$ cat src/core/parallel_io_consts.vh
// Constants for the two-port parallel I/O block: offsets, reset values and masks.
`ifndef PARALLEL_IO_CONSTS_VH
`define PARALLEL_IO_CONSTS_VH
`define PORT_W             16
`define OFS_A_DIR          12'h000
`define OFS_A_LATCH        12'h004
`define OFS_A_LEVEL        12'h008
`define OFS_A_ODSEL        12'h00C
`define OFS_A_ANSEL        12'h010
`define OFS_B_DIR          12'h020
`define OFS_B_LATCH        12'h024
`define OFS_B_LEVEL        12'h028
`define OFS_B_ODSEL        12'h02C
`define OFS_B_ANSEL        12'h030
`define DIR_RESET          16'hFFFF
`define LATCH_RESET        16'h0000
`define ODSEL_RESET        16'h0000
`define ANSEL_A_MASK       16'h000F
`define ANSEL_B_MASK       16'hF01F
`define ANSEL_B_MASK_MID   16'hF017
`define ANSEL_B_MASK_SMALL 16'hC010
`define PKG_LARGE          2'h0
`define PKG_MID            2'h1
`define PKG_SMALL          2'h2
`endif

$ cat src/core/parallel_io_port.v
// Two 16-bit parallel I/O ports with peripheral override, open drain and analog select, on APB.
`timescale 1ns/1ps
`include "parallel_io_consts.vh"
module parallel_io_port #(
  parameter [15:0] PORT_A_VALID = 16'hFFFF,
  parameter [15:0] PORT_B_VALID = 16'hFFFF,
  parameter [1:0]  PACKAGE_SEL  = 2'h0
) (
  // APB clock and reset
  input  wire        pclk,
  input  wire        presetn,
  // APB slave
  input  wire        psel,
  input  wire        penable,
  input  wire        pwrite,
  input  wire [11:0] paddr,
  input  wire [31:0] pwdata,
  output reg  [31:0] prdata,
  output reg         pready,
  output reg         pslverr,
  // Port A pins
  input  wire [15:0] pa_in,
  output reg  [15:0] pa_out,
  output reg  [15:0] pa_oe,
  // Port B pins
  input  wire [15:0] pb_in,
  output reg  [15:0] pb_out,
  output reg  [15:0] pb_oe,
  // Peripheral drive requests, data and input-only view of the pins
  input  wire [15:0] pa_periph_drive,
  input  wire [15:0] pa_periph_data,
  input  wire [15:0] pb_periph_drive,
  input  wire [15:0] pb_periph_data,
  output reg  [15:0] pa_digital_in,
  output reg  [15:0] pb_digital_in
);

  // Package-dependent port B analog bit set.
  localparam [15:0] ANSEL_B_IMPL = (PACKAGE_SEL == `PKG_SMALL) ? `ANSEL_B_MASK_SMALL :
                                   (PACKAGE_SEL == `PKG_MID)   ? `ANSEL_B_MASK_MID   : `ANSEL_B_MASK;
  localparam [15:0] ANSEL_A_IMPL = `ANSEL_A_MASK & PORT_A_VALID;
  localparam [15:0] ANSEL_B_USE  = ANSEL_B_IMPL & PORT_B_VALID;

  // One-hot register selects; all zero marks an unmapped address.
  localparam [9:0]  SEL_NONE     = 10'h000;
  localparam [9:0]  SEL_A_DIR    = 10'h001;
  localparam [9:0]  SEL_A_LATCH  = 10'h002;
  localparam [9:0]  SEL_A_LEVEL  = 10'h004;
  localparam [9:0]  SEL_A_ODSEL  = 10'h008;
  localparam [9:0]  SEL_A_ANSEL  = 10'h010;
  localparam [9:0]  SEL_B_DIR    = 10'h020;
  localparam [9:0]  SEL_B_LATCH  = 10'h040;
  localparam [9:0]  SEL_B_LEVEL  = 10'h080;
  localparam [9:0]  SEL_B_ODSEL  = 10'h100;
  localparam [9:0]  SEL_B_ANSEL  = 10'h200;

  reg  [15:0] a_dir_reg;
  reg  [15:0] a_latch_reg;
  reg  [15:0] a_odsel_reg;
  reg  [15:0] a_ansel_reg;
  reg  [15:0] b_dir_reg;
  reg  [15:0] b_latch_reg;
  reg  [15:0] b_odsel_reg;
  reg  [15:0] b_ansel_reg;
  reg  [15:0] pa_sync1_reg;
  reg  [15:0] pa_sync2_reg;
  reg  [15:0] pb_sync1_reg;
  reg  [15:0] pb_sync2_reg;
  reg  [31:0] rdata_next;
  reg         err_next;
  reg  [15:0] pa_out_next;
  reg  [15:0] pa_oe_next;
  reg  [15:0] pb_out_next;
  reg  [15:0] pb_oe_next;
  wire [9:0]  sel;
  wire        setup;
  wire        wr;
  wire [15:0] wd;
  wire [15:0] a_level;
  wire [15:0] b_level;

  // Output and enable multiplexer for one pin group.
  function [31:0] pin_drive;
    input [15:0] drive;
    input [15:0] pdata;
    input [15:0] latch;
    input [15:0] dir;
    input [15:0] odsel;
    input [15:0] valid;
    reg   [15:0] dat;
    reg   [15:0] en;
    begin
      dat = (drive & pdata) | (~drive & latch);
      en  = drive | ~dir;
      // Open drain drives only zero from the latch, and a high is left to the pull-up; a peripheral-driven pin drives both levels.
      en  = en & ~(~drive & odsel & latch);
      pin_drive = {dat & valid, en & valid};
    end
  endfunction

  // Decoding once keeps the write strobes and the read mux from drifting apart.
  function [9:0] reg_select;
    input [11:0] addr;
    begin
      case (addr)
        `OFS_A_DIR:   reg_select = SEL_A_DIR;
        `OFS_A_LATCH: reg_select = SEL_A_LATCH;
        `OFS_A_LEVEL: reg_select = SEL_A_LEVEL;
        `OFS_A_ODSEL: reg_select = SEL_A_ODSEL;
        `OFS_A_ANSEL: reg_select = SEL_A_ANSEL;
        `OFS_B_DIR:   reg_select = SEL_B_DIR;
        `OFS_B_LATCH: reg_select = SEL_B_LATCH;
        `OFS_B_LEVEL: reg_select = SEL_B_LEVEL;
        `OFS_B_ODSEL: reg_select = SEL_B_ODSEL;
        `OFS_B_ANSEL: reg_select = SEL_B_ANSEL;
        default:      reg_select = SEL_NONE;
      endcase
    end
  endfunction

  // Pins come from outside the clock domain and pass two flops first.
  always @(posedge pclk or negedge presetn) begin
    if (!presetn) begin
      pa_sync1_reg <= 16'h0000;
      pa_sync2_reg <= 16'h0000;
    end else begin
      pa_sync1_reg <= pa_in;
      pa_sync2_reg <= pa_sync1_reg;
    end
  end

  always @(posedge pclk or negedge presetn) begin
    if (!presetn) begin
      pb_sync1_reg <= 16'h0000;
      pb_sync2_reg <= 16'h0000;
    end else begin
      pb_sync1_reg <= pb_in;
      pb_sync2_reg <= pb_sync1_reg;
    end
  end

  // Analog-selected pins have their input buffer off and read low.
  assign a_level = pa_sync2_reg & ~a_ansel_reg & PORT_A_VALID;
  assign b_level = pb_sync2_reg & ~b_ansel_reg & PORT_B_VALID;

  assign setup = psel & ~penable;
  assign wr    = psel & penable & pwrite & pready;
  assign wd    = pwdata[15:0];
  assign sel   = reg_select(paddr);

  // Register writes land at the access edge, when pready is already high.
  always @(posedge pclk or negedge presetn) begin
    if (!presetn) begin
      a_dir_reg <= `DIR_RESET & PORT_A_VALID;
    end else if (wr && (sel == SEL_A_DIR)) begin
      a_dir_reg <= wd & PORT_A_VALID;
    end
  end

  always @(posedge pclk or negedge presetn) begin
    if (!presetn) begin
      a_latch_reg <= `LATCH_RESET;
    end else if (wr && (sel == SEL_A_LATCH)) begin
      a_latch_reg <= wd & PORT_A_VALID;
    end else if (wr && (sel == SEL_A_LEVEL)) begin
      a_latch_reg <= wd & PORT_A_VALID;
    end
  end

  always @(posedge pclk or negedge presetn) begin
    if (!presetn) begin
      a_odsel_reg <= `ODSEL_RESET;
    end else if (wr && (sel == SEL_A_ODSEL)) begin
      a_odsel_reg <= wd & PORT_A_VALID;
    end
  end

  always @(posedge pclk or negedge presetn) begin
    if (!presetn) begin
      a_ansel_reg <= ANSEL_A_IMPL;
    end else if (wr && (sel == SEL_A_ANSEL)) begin
      a_ansel_reg <= wd & ANSEL_A_IMPL;
    end
  end

  always @(posedge pclk or negedge presetn) begin
    if (!presetn) begin
      b_dir_reg <= `DIR_RESET & PORT_B_VALID;
    end else if (wr && (sel == SEL_B_DIR)) begin
      b_dir_reg <= wd & PORT_B_VALID;
    end
  end

  always @(posedge pclk or negedge presetn) begin
    if (!presetn) begin
      b_latch_reg <= `LATCH_RESET;
    end else if (wr && (sel == SEL_B_LATCH)) begin
      b_latch_reg <= wd & PORT_B_VALID;
    end else if (wr && (sel == SEL_B_LEVEL)) begin
      b_latch_reg <= wd & PORT_B_VALID;
    end
  end

  always @(posedge pclk or negedge presetn) begin
    if (!presetn) begin
      b_odsel_reg <= `ODSEL_RESET;
    end else if (wr && (sel == SEL_B_ODSEL)) begin
      b_odsel_reg <= wd & PORT_B_VALID;
    end
  end

  always @(posedge pclk or negedge presetn) begin
    if (!presetn) begin
      b_ansel_reg <= ANSEL_B_USE;
    end else if (wr && (sel == SEL_B_ANSEL)) begin
      b_ansel_reg <= wd & ANSEL_B_USE;
    end
  end

  // Read mux, evaluated in the setup cycle; unmapped addresses answer with an error.
  always @* begin
    rdata_next = 32'h00000000;
    err_next   = 1'b0;
    case (sel)
      SEL_A_DIR:   rdata_next = {16'h0000, a_dir_reg};
      SEL_A_LATCH: rdata_next = {16'h0000, a_latch_reg};
      SEL_A_LEVEL: rdata_next = {16'h0000, a_level};
      SEL_A_ODSEL: rdata_next = {16'h0000, a_odsel_reg};
      SEL_A_ANSEL: rdata_next = {16'h0000, a_ansel_reg};
      SEL_B_DIR:   rdata_next = {16'h0000, b_dir_reg};
      SEL_B_LATCH: rdata_next = {16'h0000, b_latch_reg};
      SEL_B_LEVEL: rdata_next = {16'h0000, b_level};
      SEL_B_ODSEL: rdata_next = {16'h0000, b_odsel_reg};
      SEL_B_ANSEL: rdata_next = {16'h0000, b_ansel_reg};
      default:      err_next   = 1'b1;
    endcase
  end

  // No wait state: data is captured in setup and presented in the access phase.
  always @(posedge pclk or negedge presetn) begin
    if (!presetn) begin
      prdata  <= 32'h00000000;
      pready  <= 1'b0;
      pslverr <= 1'b0;
    end else begin
      pready <= setup;
      if (setup) begin
        prdata  <= pwrite ? 32'h00000000 : rdata_next;
        pslverr <= err_next;
      end else begin
        pslverr <= 1'b0;
      end
    end
  end

  always @* begin
    {pa_out_next, pa_oe_next} = pin_drive(pa_periph_drive, pa_periph_data, a_latch_reg,
                                          a_dir_reg, a_odsel_reg, PORT_A_VALID);
  end

  always @* begin
    {pb_out_next, pb_oe_next} = pin_drive(pb_periph_drive, pb_periph_data, b_latch_reg,
                                          b_dir_reg, b_odsel_reg, PORT_B_VALID);
  end

  // Registered pin drive; a write shows on the pins one cycle later, so software must wait.
  always @(posedge pclk or negedge presetn) begin
    if (!presetn) begin
      pa_out        <= 16'h0000;
      pa_oe         <= 16'h0000;
      pa_digital_in <= 16'h0000;
    end else begin
      pa_out        <= pa_out_next;
      pa_oe         <= pa_oe_next;
      pa_digital_in <= a_level;
    end
  end

  always @(posedge pclk or negedge presetn) begin
    if (!presetn) begin
      pb_out        <= 16'h0000;
      pb_oe         <= 16'h0000;
      pb_digital_in <= 16'h0000;
    end else begin
      pb_out        <= pb_out_next;
      pb_oe         <= pb_oe_next;
      pb_digital_in <= b_level;
    end
  end

endmodule

$ cat config.mk
export PLATFORM = sky130hd
export DESIGN_NAME = parallel_io_port
export DESIGN_NICKNAME = d
export VERILOG_FILES = /design/src/core/parallel_io_port.v
export VERILOG_INCLUDE_DIRS = /design/src /design/src/core
export SDC_FILE = /design/constraint.sdc
export NUM_CORES = 1
export LEC_CHECK = 0
export BUFFER_PORTS_ARGS = -buffer_cell sky130_fd_sc_hd__clkbuf_2
export CAP_MARGIN = 20
export CORE_MARGIN = 5
export CORE_UTILIZATION = 48
export DETAILED_ROUTE_END_ITERATION = 6
export PLACE_DENSITY_LB_ADDON = 0.1
export REMOVE_ABC_BUFFERS = 1
export SYNTH_ARGS = -nofsm -noshare
export SYNTH_HDL_FRONTEND = slang
export SYNTH_SLANG_ARGS = --single-unit
$ cat constraint.sdc
create_clock -name pclk -period 1.5 [get_ports pclk]
set_input_delay 0.15 -clock pclk [delete_from_list [all_inputs] [get_ports pclk]]
set_output_delay 0.15 -clock pclk [all_outputs]
set_load 0.01 [all_outputs]
==> summary by stage <==
Layout
Cells fill about two thirds of the core in the end. Leaving out filler cells and counting taps, the final layout contains 1553. The fraction of layout cells with a size suffix above 1 is 53.2%. The commonest non-fill, non-tap cell in the layout is sky130_fd_sc_hd__dfrtp_1. In the layout the commonest cells are sky130_fd_sc_hd__dfrtp_1 (242), sky130_fd_sc_hd__clkbuf_2 (241), sky130_fd_sc_hd__mux2_2 (122), sky130_fd_sc_hd__dlygate4sd3_1 (115), sky130_fd_sc_hd__buf_4 (88). The area used by multi-input combinational logic is roughly 3900 sq um.

For this run, the post-layout net count is 1355. The filler cells instantiated in the layout total 1715. The area added between synthesis and finish is 40.5%. 0 antenna diodes ended up in the layout. The flip-flop and latch area is 7240 sq um.

Pwr
The leakage power of the design is 7.50 nW. The total chip power is about 17 mW. Dividing total power by cell area gives a power density of 1050 nW/um^2. The worst supply voltage drop on vdd is approximately 870 uV.

STA
Once routing completed, OpenROAD measured the worst setup slack at -0.163 ns. Based on the critical path, the design can be clocked at up to about 600 MHz. The routed design could run at a clock period as short as about 1.7 ns. Setup repair after global routing could not meet its margin everywhere. The number of failing hold endpoints at the final stage came to 0. The final-layout setup total negative slack is -0.163 ns. The clock tree skew after final layout is 0.0106 ns. The ratio of final minimum period to clock period is 111%. The total setup violations reported at the end of the flow is 1. The number of pins exceeding their max-slew limit in the final report is 0.

Status
The flow ran to the end, but the final reports show violations. The final reports fail on setup timing.

Clocking
The tree is rooted in a sky130_fd_sc_hd__clkbuf_16. The clock passes through at most 3 buffers. TritonCTS built the clock tree. In this run, CTS created clock tree buffers numbering 30. The number of sinks driven by the clock tree is 287. The clock-pin transition on the worst setup and hold timing paths is about 0.060 ns.

Clock latency on the worst-skew pair, taken at its later pin, is 0.56 ns. CTS built an H-tree with a depth of 1.

Floorplan
The number of placement rows is 56. The die covers 26700 sq um. The effective utilization at floorplan is 48.3%. The core box area is 23300 sq um. The number of primary I/O pins is 275. Measured along the y axis, the die boundary spans about 160 um. The die is 163 um wide.

Setup path
The kind of cell with the highest combined delay along the critical path is flip-flops. The critical path's largest stage delay is 0.55 ns. The worst setup path is captured at a register. The startpoint identified for the worst register-to-register timing path is b_ansel_reg[14]. The critical path data required time is 1.93 ns. The critical-path cell with the highest stage delay is sky130_fd_sc_hd__dfstp_2.

The top fanout value on the critical path is 2. STA puts the critical path data arrival time at 2.10 ns. The critical path startpoint category is a register.

The type of the worst setup path is reg2reg. Counting both buffers and inverters, the worst setup path holds a total of 0. The startpoint of the most critical setup path is b_ansel_reg[14].

The critical path goes through nor2b_2 > mux4_2 > a32oi_2 > nor2_1 > a221o_1.

Logic synthesis
Synthesis handed over a netlist of 747 instances. The share of the Yosys chip area taken by registers is 64.2%. Summing the areas of all and, or, nand and nor instances in the mapped netlist gives 7.71% of the synthesized area. Summing the areas of all xor and xnor instances in the mapped netlist gives 0% of the synthesized area. The synthesized design contains 0 enable-type register cells.

Yosys printed 0 warnings. The synthesized netlist devotes 0% of its cell area to adder and majority cells. Summing the areas of all compound-gate instances in the mapped netlist gives 5.91% of the synthesized area. The most used flip-flop cell after synthesis is sky130_fd_sc_hd__dfrtp_1. Summing every instance area after synthesis gives 11300 sq um. Counting flops with an async set or reset pin after synthesis yields a share of 100%. The proportion of synthesized area in mux cells is 19.6%. The dominant combinational cell family by area after synthesis is multiplexers. Each instance of the synthesized netlist takes up on average ~15 sq um.

The number of storage elements in the synthesis netlist is 287. The count of unique library cells instantiated by Yosys is 67.

GRT
The initial antenna violation count was 0. The total routing usage reported by global routing is about a quarter. The first-pass GRT wire length is between 40000 and 50000 um. The via count of the first global-routing pass was 8458.

Entering global routing, the biggest net connects 50 pins. Global routing finished with a remaining overflow of 0.

Routing
The total DRC errors in the routed layout is 0. The number of vias per cell is 5.08. The first routing iteration left roughly 510 violations. The first TritonRoute pass finished after 4 iterations. Dividing the detail-routed wire length by the instance count gives 20.0 um. The detail route stage leaves a number of antenna-violating nets equal to 0. The number of vias after detailed routing is 7886. After detailed routing, the total wire length is 31100 um.

Place
Buffers placed on the I/O ports in this run total 242. Including well taps, the total number of placed cells is 1378. The final weighted congestion in routability-driven placement is 0.859. The worst slack at placement is -0.455 ns. The HPWL after detailed placement is 21300 um.

Min path
The tightest min-delay check is of the in2async type.

Flow run
The max-capacitance violation count is 0.
-- cells in the mapped netlist (9+ instances only) --
master                     count  area (sq um)
sky130_fd_sc_hd__o21ai_0      14          70.1
sky130_fd_sc_hd__clkbuf_1     10          37.5
sky130_fd_sc_hd__or2_2        34           213
sky130_fd_sc_hd__dfrtp_1     242          6060
sky130_fd_sc_hd__a21oi_1      41           205
sky130_fd_sc_hd__mux2_4       23           345
sky130_fd_sc_hd__buf_4        17           128
sky130_fd_sc_hd__dfstp_2      45          1180
sky130_fd_sc_hd__nand2_1      25          93.8
sky130_fd_sc_hd__a22oi_1      10          75.1
sky130_fd_sc_hd__buf_2        12          60.1
sky130_fd_sc_hd__mux2i_1      14           140
sky130_fd_sc_hd__nor2_1        9          33.8
sky130_fd_sc_hd__nor2b_1      15          93.8
sky130_fd_sc_hd__mux2_2      122          1370
sky130_fd_sc_hd__mux4_2       13           293
-- final timing paths --
kind / end / slack, ns / cells past startpoint
min in group pclk: pready / 0.15 / 4
min: pa_oe[0] / 0.08 / 2
max: prdata[14] / -0.16 / 5
max in group asynchronous: b_dir_reg[15] / 0.76 / 3
min reg2reg: pb_sync2_reg[4] / 0.34 / 0
max reg2reg: prdata[14] / -0.16 / 5
-- where the power goes --
part	total (mW)	internal (mW)	switching [mW]	leakage (nW)
Combinational	1.24	0.621	0.619	3.60
Sequential	7.99	7.93	0.0598	3.42
Clock	7.34	4.34	3.00	0.485
-- logic make-up (layout without fill, tap and decap cells) --
kind of cell / Yosys count / in the layout
and+or+nand+nor: 130 / 130
AOI/OAI and AO/OA: 104 / 104
buffers and inverters: 48 / 520
other: 1 / 16
muxes: 177 / 177
DFF: 287 / 287
-- metrics by stage --
stage / hold slack, ns / area, sq um
after floorplan: -0.146 / 11100
after global placement: 0.0644 / 13600
after detailed placement: 0.0643 / 13600
after CTS: 0.0710 / 15800
after global routing: 0.0889 / 15800
final: 0.0783 / 15800
-- final cells by class --
type	instances	area share [%]
multi-input combinational	427	24.3
sequential	287	45.7
tap	319	2.52
timing repair buffer	461	21.2
inverter	3	0.0711
clock inverter	9	0.695
clock buffer	47	5.52
-- repair_timing --
| action | 4_1_cts | 5_1_grt |
|---|---|---|
| setup endpoints to repair | 94 | 10 |
| hold endpoints to repair | 450 | 0 |
| hold buffers | 115 | 0 |
| resized for setup | 10 | 12 |
| gates cloned | 1 | 0 |
| buffers inserted | 1 | 2 |
| pin swaps | 4 | 4 |
-- per-layer routing --
layer  GRT usage [%]  up-vias  routed length, um
met5               0        -                  0
met4            4.80        0                620
met3            4.14       44               1560
met2            39.5      220              15500
met1            32.0     4020              13400
li1                -     3602                  -
Power figures use the tool's default switching activity.
